==> src/core/xu_pkg.sv <==
// package: opcodes, flag layout, cycle counts and register map of the execution unit
package xu_pkg;

	// instruction selector presented by the fetch stage
	typedef enum logic [5:0] {
		OP_ADD        = 6'h00,
		OP_ADC        = 6'h01,
		OP_ADD_WORD   = 6'h02,
		OP_SUB        = 6'h03,
		OP_SUB_IMM    = 6'h04,
		OP_SUB_BR_REG = 6'h05,
		OP_SUB_BR_IMM = 6'h06,
		OP_SUB_WORD   = 6'h07,
		OP_AND_REG    = 6'h08,
		OP_AND_IMM    = 6'h09,
		OP_OR_REG     = 6'h0A,
		OP_OR_IMM     = 6'h0B,
		OP_XOR_REG    = 6'h0C,
		OP_COM        = 6'h0D,
		OP_NEG        = 6'h0E,
		OP_SET_BITS   = 6'h0F,
		OP_CLR_BITS   = 6'h10,
		OP_ZM_TEST    = 6'h11,
		OP_MUL        = 6'h12,
		OP_MUL_S      = 6'h13,
		OP_MUL_SU     = 6'h14,
		OP_FRAC_MULT_UNSIGNED_U     = 6'h15,
		OP_FRAC_MULT_UNSIGNED_S     = 6'h16,
		OP_FRAC_MULT_UNSIGNED_SU    = 6'h17,
		OP_REL_JUMP   = 6'h18,
		OP_PTR_JUMP   = 6'h19,
		OP_ABS_JUMP   = 6'h1A,
		OP_REL_CALL   = 6'h1B,
		OP_PTR_CALL   = 6'h1C,
		OP_ABS_CALL   = 6'h1D,
		OP_RET        = 6'h1E,
		OP_IRQ_RET    = 6'h1F,
		OP_CMP_SKIP   = 6'h20,
		OP_CMP        = 6'h21,
		OP_CMP_BORROW = 6'h22,
		OP_CMP_IMM    = 6'h23,
		OP_SKIP_BIT0  = 6'h24
	} op_t;

	// status flag bit positions
	localparam int FLAG_C = 0;
	localparam int FLAG_Z = 1;
	localparam int FLAG_N = 2;
	localparam int FLAG_V = 3;
	localparam int FLAG_S = 4;
	localparam int FLAG_H = 5;
	localparam int FLAG_I = 7;

	// flags touched by each instruction group
	localparam logic [7:0] MASK_ARITH = 8'h2F;
	localparam logic [7:0] MASK_WORD  = 8'h1F;
	localparam logic [7:0] MASK_LOGIC = 8'h0E;
	localparam logic [7:0] MASK_COM   = 8'h0F;
	localparam logic [7:0] MASK_MULT  = 8'h03;
	localparam logic [7:0] FLAGS_RESET = 8'h00;

	// cycle counts per instruction group
	localparam logic [2:0] CYC_ONE   = 3'h1;
	localparam logic [2:0] CYC_TWO   = 3'h2;
	localparam logic [2:0] CYC_THREE = 3'h3;
	localparam logic [2:0] CYC_FOUR  = 3'h4;

	// register map, byte addresses
	localparam logic [7:0] ADDR_FLAGS  = 8'h00;
	localparam logic [7:0] ADDR_STATUS = 8'h04;
	localparam logic [1:0] RESP_OKAY   = 2'h0;
	localparam logic [1:0] RESP_SLVERR = 2'h2;

	// one instruction's effect, held until its last cycle
	typedef struct packed {
		logic        reg_wr;
		logic [7:0]  reg_data;
		logic        word_wr;
		logic        word_r1r0;
		logic [15:0] word_data;
		logic        pc_ld;
		logic [15:0] pc;
		logic        push;
		logic [15:0] push_pc;
		logic        pop;
		logic [7:0]  flags;
	} res_t;

endpackage : xu_pkg

==> src/core/arith_branch_exec_unit.sv <==
// execution unit for arithmetic, logic and branch instructions with an AXI4-Lite flag port
`timescale 1ns/100ps
module arith_branch_exec_unit #(
	parameter bit HAS_DIRECT = 1'b1
) (
	input  logic          i_clock,
	input  logic          i_reset,
	input  logic          i_issue,
	input  xu_pkg::op_t   i_op,
	input  logic [7:0]    i_rd_value,
	input  logic [7:0]    i_rr_value,
	input  logic [7:0]    i_imm,
	input  logic [15:0]   i_word_value,
	input  logic [15:0]   i_z_pointer,
	input  logic [15:0]   i_pc,
	input  logic [11:0]   i_offset,
	input  logic [15:0]   i_target,
	input  logic [15:0]   i_stack_pc,
	input  logic          i_skip_long,
	output logic          o_busy,
	output logic          o_done,
	output logic          o_reg_write,
	output logic [7:0]    o_reg_data,
	output logic          o_word_write,
	output logic          o_word_r1r0,
	output logic [15:0]   o_word_data,
	output logic          o_pc_load,
	output logic [15:0]   o_pc_value,
	output logic          o_push,
	output logic [15:0]   o_push_value,
	output logic          o_pop,
	output logic [7:0]    o_flags,
	input  logic          i_awvalid,
	output logic          o_awready,
	input  logic [7:0]    i_awaddr,
	input  logic          i_wvalid,
	output logic          o_wready,
	input  logic [31:0]   i_wdata,
	input  logic [3:0]    i_wstrb,
	output logic          o_bvalid,
	input  logic          i_bready,
	output logic [1:0]    o_bresp,
	input  logic          i_arvalid,
	output logic          o_arready,
	input  logic [7:0]    i_araddr,
	output logic          o_rvalid,
	input  logic          i_rready,
	output logic [31:0]   o_rdata,
	output logic [1:0]    o_rresp
);

	xu_pkg::res_t  nx;
	xu_pkg::res_t  held;
	xu_pkg::res_t  out_q;
	xu_pkg::res_t  src;
	logic [2:0]    nx_cyc;
	logic [2:0]    cnt;
	logic [7:0]    sreg;
	logic [15:0]   last_pc;
	logic          issue_now;
	logic          emit;
	logic [7:0]    opa;
	logic [7:0]    opb;
	logic          cin;
	logic          sub;
	logic          chain_z;
	logic [8:0]    s9;
	logic [4:0]    h5;
	logic          v8;
	logic [16:0]   w17;
	logic [8:0]    ma;
	logic [8:0]    mb;
	logic [17:0]   prod;
	logic [15:0]   mres;
	logic [7:0]    lres;
	logic [7:0]    fv;
	logic          skip;
	logic          aw_got;
	logic          w_got;
	logic [7:0]    aw_addr;
	logic [31:0]   w_data;
	logic [3:0]    w_strb;
	logic          commit;
	logic          flags_hit;

	assign issue_now = i_issue && !o_busy;
	assign src       = o_busy ? held : nx;
	assign emit      = (issue_now && nx_cyc == xu_pkg::CYC_ONE) || (o_busy && cnt == xu_pkg::CYC_ONE);

	// operand steering for the shared 8-bit adder
	always_comb begin
		opa     = i_rd_value;
		opb     = i_rr_value;
		cin     = 1'b0;
		sub     = 1'b0;
		chain_z = 1'b0;
		unique case (i_op)
			xu_pkg::OP_ADC: begin
				cin = sreg[xu_pkg::FLAG_C];
			end
			xu_pkg::OP_SUB, xu_pkg::OP_CMP: begin
				sub = 1'b1;
			end
			xu_pkg::OP_SUB_IMM, xu_pkg::OP_CMP_IMM: begin
				opb = i_imm;
				sub = 1'b1;
			end
			xu_pkg::OP_SUB_BR_REG, xu_pkg::OP_CMP_BORROW: begin
				sub     = 1'b1;
				cin     = sreg[xu_pkg::FLAG_C];
				chain_z = 1'b1;
			end
			xu_pkg::OP_SUB_BR_IMM: begin
				opb     = i_imm;
				sub     = 1'b1;
				cin     = sreg[xu_pkg::FLAG_C];
				chain_z = 1'b1;
			end
			xu_pkg::OP_NEG: begin
				opa = 8'h00;
				opb = i_rd_value;
				sub = 1'b1;
			end
			default: begin
				opb = i_rr_value;
			end
		endcase
	end

	// shared add and subtract with half carry
	assign s9 = sub ? ({1'b0, opa} - {1'b0, opb} - {8'h00, cin})
	                : ({1'b0, opa} + {1'b0, opb} + {8'h00, cin});
	assign h5 = sub ? ({1'b0, opa[3:0]} - {1'b0, opb[3:0]} - {4'h0, cin})
	                : ({1'b0, opa[3:0]} + {1'b0, opb[3:0]} + {4'h0, cin});
	assign v8 = sub ? ((opa[7] ^ opb[7]) & (s9[7] ^ opa[7]))
	                : (~(opa[7] ^ opb[7]) & (s9[7] ^ opa[7]));

	// word pair arithmetic, constant is six bits
	assign w17 = (i_op == xu_pkg::OP_SUB_WORD)
	           ? ({1'b0, i_word_value} - {11'h000, i_imm[5:0]})
	           : ({1'b0, i_word_value} + {11'h000, i_imm[5:0]});

	// operand extension picks signed or unsigned
	assign ma   = (i_op == xu_pkg::OP_MUL || i_op == xu_pkg::OP_FRAC_MULT_UNSIGNED_U)
	            ? {1'b0, i_rd_value} : {i_rd_value[7], i_rd_value};
	assign mb   = (i_op == xu_pkg::OP_MUL_S || i_op == xu_pkg::OP_FRAC_MULT_UNSIGNED_S)
	            ? {i_rr_value[7], i_rr_value} : {1'b0, i_rr_value};
	assign prod = 18'($signed(ma) * $signed(mb));
	assign mres = (i_op >= xu_pkg::OP_FRAC_MULT_UNSIGNED_U) ? {prod[14:0], 1'b0} : prod[15:0];

	always_comb begin
		unique case (i_op)
			xu_pkg::OP_AND_IMM: lres = i_rd_value & i_imm;
			xu_pkg::OP_CLR_BITS: lres = i_rd_value & (8'hFF - i_imm);
			xu_pkg::OP_OR_REG: lres = i_rd_value | i_rr_value;
			xu_pkg::OP_OR_IMM, xu_pkg::OP_SET_BITS: lres = i_rd_value | i_imm;
			xu_pkg::OP_XOR_REG: lres = i_rd_value ^ i_rr_value;
			xu_pkg::OP_COM: lres = 8'hFF - i_rd_value;
			default: lres = i_rd_value & (i_op == xu_pkg::OP_AND_REG ? i_rr_value : i_rd_value);
		endcase
	end

	assign skip = (i_op == xu_pkg::OP_CMP_SKIP) ? (i_rd_value == i_rr_value)
	            : !i_rr_value[i_imm[2:0]];

	// effect of the offered instruction
	always_comb begin
		nx       = '0;
		nx.flags = sreg;
		nx_cyc   = xu_pkg::CYC_ONE;
		fv       = 8'h00;
		unique case (i_op)
			xu_pkg::OP_ADD, xu_pkg::OP_ADC, xu_pkg::OP_SUB, xu_pkg::OP_SUB_IMM,
			xu_pkg::OP_SUB_BR_REG, xu_pkg::OP_SUB_BR_IMM, xu_pkg::OP_NEG,
			xu_pkg::OP_CMP, xu_pkg::OP_CMP_BORROW, xu_pkg::OP_CMP_IMM: begin
				nx.reg_data = s9[7:0];
				nx.reg_wr = !(i_op inside {xu_pkg::OP_CMP, xu_pkg::OP_CMP_BORROW,
				                           xu_pkg::OP_CMP_IMM});
				fv = {2'b00, h5[4], s9[7] ^ v8, v8, s9[7],
				      (s9[7:0] == 8'h00) && (!chain_z || sreg[xu_pkg::FLAG_Z]), s9[8]};
				nx.flags = (sreg & ~xu_pkg::MASK_ARITH) | (fv & xu_pkg::MASK_ARITH);
			end
			xu_pkg::OP_ADD_WORD, xu_pkg::OP_SUB_WORD: begin
				nx_cyc       = xu_pkg::CYC_TWO;
				nx.word_wr   = 1'b1;
				nx.word_data = w17[15:0];
				fv[xu_pkg::FLAG_Z] = (w17[15:0] == 16'h0000);
				fv[xu_pkg::FLAG_N] = w17[15];
				// overflow and carry of word add and subtract
				if (i_op == xu_pkg::OP_SUB_WORD) begin
					fv[xu_pkg::FLAG_V] = i_word_value[15] & ~w17[15];
					fv[xu_pkg::FLAG_C] = w17[15] & ~i_word_value[15];
				end else begin
					fv[xu_pkg::FLAG_V] = ~i_word_value[15] & w17[15];
					fv[xu_pkg::FLAG_C] = ~w17[15] & i_word_value[15];
				end
				fv[xu_pkg::FLAG_S] = fv[xu_pkg::FLAG_N] ^ fv[xu_pkg::FLAG_V];
				nx.flags = (sreg & ~xu_pkg::MASK_WORD) | (fv & xu_pkg::MASK_WORD);
			end
			xu_pkg::OP_AND_REG, xu_pkg::OP_AND_IMM, xu_pkg::OP_OR_REG, xu_pkg::OP_OR_IMM,
			xu_pkg::OP_XOR_REG, xu_pkg::OP_SET_BITS, xu_pkg::OP_CLR_BITS,
			xu_pkg::OP_ZM_TEST, xu_pkg::OP_COM: begin
				nx.reg_data = lres;
				// test leaves the register as it is
				nx.reg_wr = (i_op != xu_pkg::OP_ZM_TEST);
				fv[xu_pkg::FLAG_Z] = (lres == 8'h00);
				fv[xu_pkg::FLAG_N] = lres[7];
				fv[xu_pkg::FLAG_C] = 1'b1;
				// set bits shares the logic path
				nx.flags = (i_op == xu_pkg::OP_COM)
				         ? (sreg & ~xu_pkg::MASK_COM) | (fv & xu_pkg::MASK_COM)
				         : (sreg & ~xu_pkg::MASK_LOGIC) | (fv & xu_pkg::MASK_LOGIC);
			end
			xu_pkg::OP_MUL, xu_pkg::OP_MUL_S, xu_pkg::OP_MUL_SU,
			xu_pkg::OP_FRAC_MULT_UNSIGNED_U, xu_pkg::OP_FRAC_MULT_UNSIGNED_S, xu_pkg::OP_FRAC_MULT_UNSIGNED_SU: begin
				nx_cyc       = xu_pkg::CYC_TWO;
				nx.word_wr   = 1'b1;
				nx.word_r1r0 = 1'b1;
				nx.word_data = mres;
				fv[xu_pkg::FLAG_Z] = (mres == 16'h0000);
				fv[xu_pkg::FLAG_C] = prod[15];
				nx.flags = (sreg & ~xu_pkg::MASK_MULT) | (fv & xu_pkg::MASK_MULT);
			end
			// relative targets are PC plus k plus one
			xu_pkg::OP_REL_JUMP, xu_pkg::OP_REL_CALL: begin
				nx.pc_ld   = 1'b1;
				nx.pc      = i_pc + {{4{i_offset[11]}}, i_offset} + 16'h0001;
				nx.push    = (i_op == xu_pkg::OP_REL_CALL);
				nx.push_pc = i_pc + 16'h0001;
				nx_cyc     = nx.push ? xu_pkg::CYC_THREE : xu_pkg::CYC_TWO;
			end
			xu_pkg::OP_PTR_JUMP: begin
				nx.pc_ld = 1'b1;
				nx.pc    = i_z_pointer;
				nx_cyc   = xu_pkg::CYC_TWO;
			end
			xu_pkg::OP_PTR_CALL: begin
				nx.pc_ld   = 1'b1;
				nx.pc      = i_z_pointer;
				nx.push    = 1'b1;
				nx.push_pc = i_pc + 16'h0001;
				nx_cyc     = xu_pkg::CYC_THREE;
			end
			// absolute forms exist only on variants that have them
			xu_pkg::OP_ABS_JUMP, xu_pkg::OP_ABS_CALL: begin
				if (HAS_DIRECT) begin
					nx.pc_ld   = 1'b1;
					nx.pc      = i_target;
					nx.push    = (i_op == xu_pkg::OP_ABS_CALL);
					nx.push_pc = i_pc + 16'h0002;
					nx_cyc     = nx.push ? xu_pkg::CYC_FOUR : xu_pkg::CYC_THREE;
				end
			end
			xu_pkg::OP_RET, xu_pkg::OP_IRQ_RET: begin
				nx.pc_ld = 1'b1;
				nx.pc    = i_stack_pc;
				nx.pop   = 1'b1;
				nx_cyc   = xu_pkg::CYC_FOUR;
				if (i_op == xu_pkg::OP_IRQ_RET) begin
					nx.flags[xu_pkg::FLAG_I] = 1'b1;
				end
			end
			// bit-clear skip shares the skip path
			xu_pkg::OP_CMP_SKIP, xu_pkg::OP_SKIP_BIT0: begin
				// skip length follows skipped word count
				if (skip) begin
					nx.pc_ld = 1'b1;
					nx.pc    = i_pc + (i_skip_long ? 16'h0003 : 16'h0002);
					nx_cyc   = i_skip_long ? xu_pkg::CYC_THREE : xu_pkg::CYC_TWO;
				end
			end
			// unused codes retire as a one-cycle no-op
			default: begin
				nx_cyc = xu_pkg::CYC_ONE;
			end
		endcase
	end

	// multi-cycle sequencing; the issue is refused while busy
	always_ff @(posedge i_clock or posedge i_reset) begin
		if (i_reset) begin
			o_busy <= 1'b0;
			cnt    <= 3'h0;
			held   <= '0;
		end else if (issue_now && nx_cyc != xu_pkg::CYC_ONE) begin
			o_busy <= 1'b1;
			cnt    <= nx_cyc - 3'h1;
			held   <= nx;
		end else if (o_busy && cnt == xu_pkg::CYC_ONE) begin
			o_busy <= 1'b0;
		end else if (o_busy) begin
			cnt <= cnt - 3'h1;
		end
	end

	// results appear for one cycle on the last cycle
	always_ff @(posedge i_clock or posedge i_reset) begin
		if (i_reset) begin
			out_q  <= '0;
			o_done <= 1'b0;
		end else begin
			out_q  <= emit ? src : '0;
			o_done <= emit;
		end
	end

	// status flags: instruction update wins over a bus write in the same edge
	always_ff @(posedge i_clock or posedge i_reset) begin
		if (i_reset) begin
			sreg <= xu_pkg::FLAGS_RESET;
		end else if (emit) begin
			sreg <= src.flags;
		end else if (commit && flags_hit && i_wstrb[0]) begin
			sreg <= i_wdata[7:0];
		end
	end

	// last loaded program counter, for software inspection
	always_ff @(posedge i_clock or posedge i_reset) begin
		if (i_reset) begin
			last_pc <= 16'h0000;
		end else if (emit && src.pc_ld) begin
			last_pc <= src.pc;
		end
	end

	assign o_reg_write  = out_q.reg_wr;
	assign o_reg_data   = out_q.reg_data;
	assign o_word_write = out_q.word_wr;
	assign o_word_r1r0  = out_q.word_r1r0;
	assign o_word_data  = out_q.word_data;
	assign o_pc_load    = out_q.pc_ld;
	assign o_pc_value   = out_q.pc;
	assign o_push       = out_q.push;
	assign o_push_value = out_q.push_pc;
	assign o_pop        = out_q.pop;
	assign o_flags      = sreg;

	// write channel; address and data may arrive in either order
	assign commit    = aw_got && w_got && !o_bvalid;
	assign flags_hit = (aw_addr[7:2] == xu_pkg::ADDR_FLAGS[7:2]);
	always_ff @(posedge i_clock or posedge i_reset) begin
		if (i_reset) begin
			aw_got    <= 1'b0;
			w_got     <= 1'b0;
			aw_addr   <= 8'h00;
			o_awready <= 1'b1;
			o_wready  <= 1'b1;
			o_bvalid  <= 1'b0;
			o_bresp   <= xu_pkg::RESP_OKAY;
		end else begin
			if (i_awvalid && o_awready) begin
				aw_got    <= 1'b1;
				aw_addr   <= i_awaddr;
				o_awready <= 1'b0;
			end
			if (i_wvalid && o_wready) begin
				w_got    <= 1'b1;
				o_wready <= 1'b0;
			end
			if (commit) begin
				o_bvalid <= 1'b1;
				o_bresp  <= (flags_hit || aw_addr[7:2] == xu_pkg::ADDR_STATUS[7:2])
				          ? xu_pkg::RESP_OKAY : xu_pkg::RESP_SLVERR;
			end
			if (o_bvalid && i_bready) begin
				o_bvalid  <= 1'b0;
				aw_got    <= 1'b0;
				w_got     <= 1'b0;
				o_awready <= 1'b1;
				o_wready  <= 1'b1;
			end
		end
	end

	// read channel; one read under way at a time
	always_ff @(posedge i_clock or posedge i_reset) begin
		if (i_reset) begin
			o_arready <= 1'b1;
			o_rvalid  <= 1'b0;
			o_rdata   <= 32'h00000000;
			o_rresp   <= xu_pkg::RESP_OKAY;
		end else if (i_arvalid && o_arready) begin
			o_arready <= 1'b0;
			o_rvalid  <= 1'b1;
			o_rresp   <= xu_pkg::RESP_OKAY;
			if (i_araddr[7:2] == xu_pkg::ADDR_FLAGS[7:2]) begin
				o_rdata <= {24'h000000, sreg};
			end else if (i_araddr[7:2] == xu_pkg::ADDR_STATUS[7:2]) begin
				o_rdata <= {15'h0000, o_busy, last_pc};
			end else begin
				o_rdata <= 32'h00000000;
				o_rresp <= xu_pkg::RESP_SLVERR;
			end
		end else if (o_rvalid && i_rready) begin
			o_rvalid  <= 1'b0;
			o_arready <= 1'b1;
		end
	end
endmodule : arith_branch_exec_unit

==> config.mk <==
export PLATFORM = sky130hd
export DESIGN_NAME = arith_branch_exec_unit
export DESIGN_NICKNAME = d
export VERILOG_FILES = /design/src/core/xu_pkg.sv /design/src/core/arith_branch_exec_unit.sv
export SDC_FILE = /design/constraint.sdc
export NUM_CORES = 1
export LEC_CHECK = 0
export ABC_AREA = 1
export BUFFER_PORTS_ARGS = -buffer_cell sky130_fd_sc_hd__buf_4
export CAP_MARGIN = 20
export CORE_ASPECT_RATIO = 1.75
export CORE_MARGIN = 1
export CORE_UTILIZATION = 25
export CTS_CLUSTER_SIZE = 40
export DETAILED_ROUTE_END_ITERATION = 10
export GPL_TIMING_DRIVEN = 0
export PLACE_DENSITY_LB_ADDON = 0.2
export SETUP_SLACK_MARGIN = 0.02
export SKIP_LAST_GASP = 1
export SYNTH_ARGS = -nofsm -noshare
export SYNTH_HDL_FRONTEND = slang
export SYNTH_SLANG_ARGS = --single-unit
==> constraint.sdc <==
create_clock -name i_clock -period 19.8 [get_ports i_clock]
set_input_delay 4.95 -clock i_clock [delete_from_list [all_inputs] [get_ports i_clock]]
set_output_delay 4.95 -clock i_clock [all_outputs]
set_load 0.005 [all_outputs]
==> metrics.md <==
| Metric | Value |
|---|---|
| Worst path buffer plus inverter count | `8` |
| Seq cells post-synth | `193` |
| Via count | `17,459` |
| Final non-filler cell area | `0.0208 sq mm` |
| Share of flip-flops with an asynchronous set or reset | `1.00` |
| Antenna Nets Post-Route | `0` |
| Drt wl/cell | `19.4 um` |
| Period Utilization, post-route | `0.548` |
| Detailed Routing Iterations Pass 1 | `5` |
| Fillers | `7,594` |
| GP Congestion | `0.950` |
| Area growth, synth to finish | `22.0%` |
| Fin crit period | `10.85 ns` |
| Mean post-synth cell area | `6.87 sq um` |
| Drt total wl | `71,200 um` |
| CP Class | `in2reg` |
| Pwr dens | `98.2 mW/mm^2` |
| Max-cap viol count | `0` |
| Placed Area | `0.0201 sq mm` |
| Clk_lat worst skew | `0.51 ns` |
| Fin. max-slew vios | `0` |
| Total core area | `0.0675 sq mm` |
| # clock sinks | `193` |
| Die area | `0.0693 sq mm` |
| Synth cell types | `51` |
| Setup TNS | `0 ns` |
| Slew headroom | `0.394` |
| Antenna violations before repair | `6` |
| CTS tree | `built` |
| RSZ-0062 raised after global routing | `no` |
| Clock tree buffer depth | `3` |
| Synth Cell Area | `0.0170 sq mm` |
| I/O pins | `296` |
| CTS Buf Count | `25` |
| Clk slew on worst S/H paths | `0.06 ns` |
| Ys Warns | `0` |
| Crit-path max FO | `10` |
| Initial DRC count | `954` |
| Average via count per standard cell | `4.75` |
| Final Power | `2.04 mW` |
| Grt ovf | `0` |
| Chip Width | `199 um` |
| Largest net degree at the start of global routing | `124` |
| Final hold vios | `0` |
| Slowest-stage cell, CP | `fa_1` |
| Sequential share of the synthesized area | `0.284` |
| CP required | `20.22 ns` |
| Initial Util | `0.253` |
| Dpl cells | `3,638` |
| HPWL after DPL | `59,700 um` |
| Fin cells | `3,672` |
| Worst VDD drop | `0.0513 mV` |
| Site row count | `126` |
| NumNets Final | `3,123` |
| CP delay by family, top | `adder cells` |
| Met3 usage | `0.0229` |
| Nature of the critical path startpoint | `input pin` |
| CTS Hold Buffers Added | `0` |
| Final setup vio count | `0` |
| Leak pwr | `10.9 nW` |
| # H-tree levels | `4` |
| Cts repair resizes | `0` |
| Synth Instances | `2,480` |
| CP dominant cell by count | `nand2_1` |
| Total GRT Usage | `0.205` |
| Share of cells above drive strength 1 | `0.136` |
| Port-buffer cells | `244` |
| Largest stage delay, worst path | `0.57 ns` |
| Min-Delay Path Class | `reg2reg` |
| Hold WS | `0.476 ns` |
| Status | `finished, final reports clean` |
| GR peak layer | `met2` |
| Synth Flop Type | `dfrtp_1` |
| Met2 Use GR | `0.390` |
| Element type at the critical path end | `register` |
| # DRC | `0` |
| Fmax achieved | `92.2 MHz` |
| Die height | `347 um` |
| Worst Path Arrival | `11.27 ns` |
| Met1 GRT Util | `0.218` |
| Worst slew pin tran | `0.908 ns` |
| CTS root buf | `clkbuf_16` |
| Via count of the first global-routing pass | `17,656` |
| Final Skew | `0.0339 ns` |
| # Post-CTS Setup Buffers | `0` |
| Global-route wire length before repair | `106,000 um` |
| EDFF count, synth | `0` |
==> state kept, by name, indices dropped and copies added (netlist names), 3 cells and up <==
register	flops
held	70
o_reg_data	8
aw_addr	6
last_pc	16
o_word_data	16
o_pc_value	16
o_flags	8
o_rdata	17
cnt	3
o_push_value	16
==> worst paths after layout <==
kind	start	endpoint	slack, ns	depth (start not counted)
min in group asynchronous	i_reset	o_word_data[14]$_DFF_PP0_	4.49	2
setup / recovery	i_rr_value[7]	o_flags[1]$_DFFE_PP0P_	8.95	30
setup reg to reg	o_flags[0]$_DFFE_PP0P_	o_flags[0]$_DFFE_PP0P_	16.02	16
hold / removal	o_awready$_DFFE_PP1P_	o_awready$_DFFE_PP1P_	0.48	2
hold reg to reg	o_awready$_DFFE_PP1P_	o_awready$_DFFE_PP1P_	0.48	2
max in group asynchronous	i_reset	o_bvalid$_DFFE_PP0P_	14.17	3
==> cell families (layout without fill, tap and decap cells) <==
family,count (synthesis),after routing,synth area share
buf+inv,521,800,0.121
flops,193,193,0.284
fa+ha+maj,170,170,0.155
simple gates,1117,1117,0.273
other cells,1,18,0.000220
compound gates,436,436,0.145
xor+xnor,42,42,0.0216
==> where the power goes <==
group	internal, mW	switching [mW]	total (mW)
logic	0.371	0.701	1.07
clock network	0.237	0.168	0.405
registers	0.505	0.0596	0.565
total	1.11	0.929	2.04
==> Yosys cell counts, types with 2 or more instances <==
cell,n,area share
nor2_1,192,0.042
buf_2,27,0.0079
a21boi_0,3,0.0013
fa_1,69,0.081
nand3b_1,9,0.0040
o21ai_1,32,0.0094
a32o_1,8,0.0047
nand3_2,3,0.0018
nor4_1,5,0.0018
nand2_2,6,0.0022
clkinv_1,3,0.00066
a21oi_1,111,0.033
a22oi_1,21,0.0092
o21ai_0,177,0.052
o2111ai_1,4,0.0021
a31oi_1,4,0.0015
or2_2,9,0.0033
nand3_1,145,0.043
o211ai_1,8,0.0035
xor2_1,33,0.017
inv_2,16,0.0035
dfstp_2,3,0.0046
a211oi_1,23,0.010
buf_1,5,0.0011
dfrtp_1,190,0.28
o31ai_1,6,0.0026
nor3_1,26,0.0076
inv_1,402,0.089
clkbuf_1,48,0.011
buf_4,19,0.0084
nor2_2,11,0.0040
o22ai_1,22,0.0081
nand4_1,34,0.012
a41oi_1,2,0.0010
ha_1,101,0.074
o221ai_1,2,0.0010
xnor2_1,9,0.0046
nand2_1,672,0.15
o21bai_1,5,0.0022
a22o_1,4,0.0021
==> worst register-to-register path: stages (launching register included) <==
cell,delay (ns)
dfrtp_1,0.54
o21ai_0,0.31
inv_1,0.14
fa_1,0.23
inv_1,0.09
fa_1,0.48
nand3_1,0.12
nand2_1,0.13
nand4_1,0.11
o211ai_1,0.14
xnor2_1,0.15
o21ai_0,0.64
nand3_1,0.14
nor2_1,0.12
nand3_1,0.11
o21ai_1,0.15
a21oi_1,0.08
==> cell type report <==
type / count / area (sq um) / area share
antenna: 1 / 2.50 / 0.000120
buffer: 100 / 488 / 0.0235
clock buffer: 29 / 671 / 0.0322
clock inverter: 3 / 21.3 / 0.00102
inverter: 421 / 1590 / 0.0763
multi-input combinational: 1782 / 10200 / 0.491
sequential: 193 / 4830 / 0.232
tap: 896 / 1120 / 0.0539
timing repair buffer: 247 / 1870 / 0.0900
==> metrics by stage <==
step,setup WS (ns),utilization
CTS,8.91,0.308
detailed placement,8.41,0.298
floorplan,9.60,-
global route,8.49,0.308
global placement,7.10,0.297
finish,8.95,0.308
==> layout by cell type, fill, tap and decap left out, drive strengths merged, types with 4 or more instances in the layout <==
master / netlist / final
xnor2: 9 / 9
a21oi: 111 / 111
o211ai: 8 / 8
nand2: 679 / 679
fa: 69 / 69
a211oi: 23 / 23
nor4: 5 / 5
o2111ai: 4 / 4
a22o: 4 / 4
clkinv: 3 / 5
o22ai: 22 / 22
dfrtp: 190 / 190
inv: 418 / 418
nand3: 148 / 148
buf: 52 / 298
clkbuf: 48 / 78
a32o: 8 / 8
nand3b: 9 / 9
nor2: 203 / 203
o21bai: 5 / 5
or2: 9 / 9
o21ai: 210 / 210
nand4: 35 / 35
a22oi: 21 / 21
o31ai: 6 / 6
nor3: 27 / 27
xor2: 33 / 33
conb: 1 / 17
a31oi: 4 / 4
ha: 101 / 101
==> layer usage <==
layer	share of wire	wire [um]
met4	0.052	3700
met3	0.047	3330
met2	0.53	37900
met5	0.00083	59
met1	0.37	26200
Note: power is estimated with default switching activity, not from simulation.
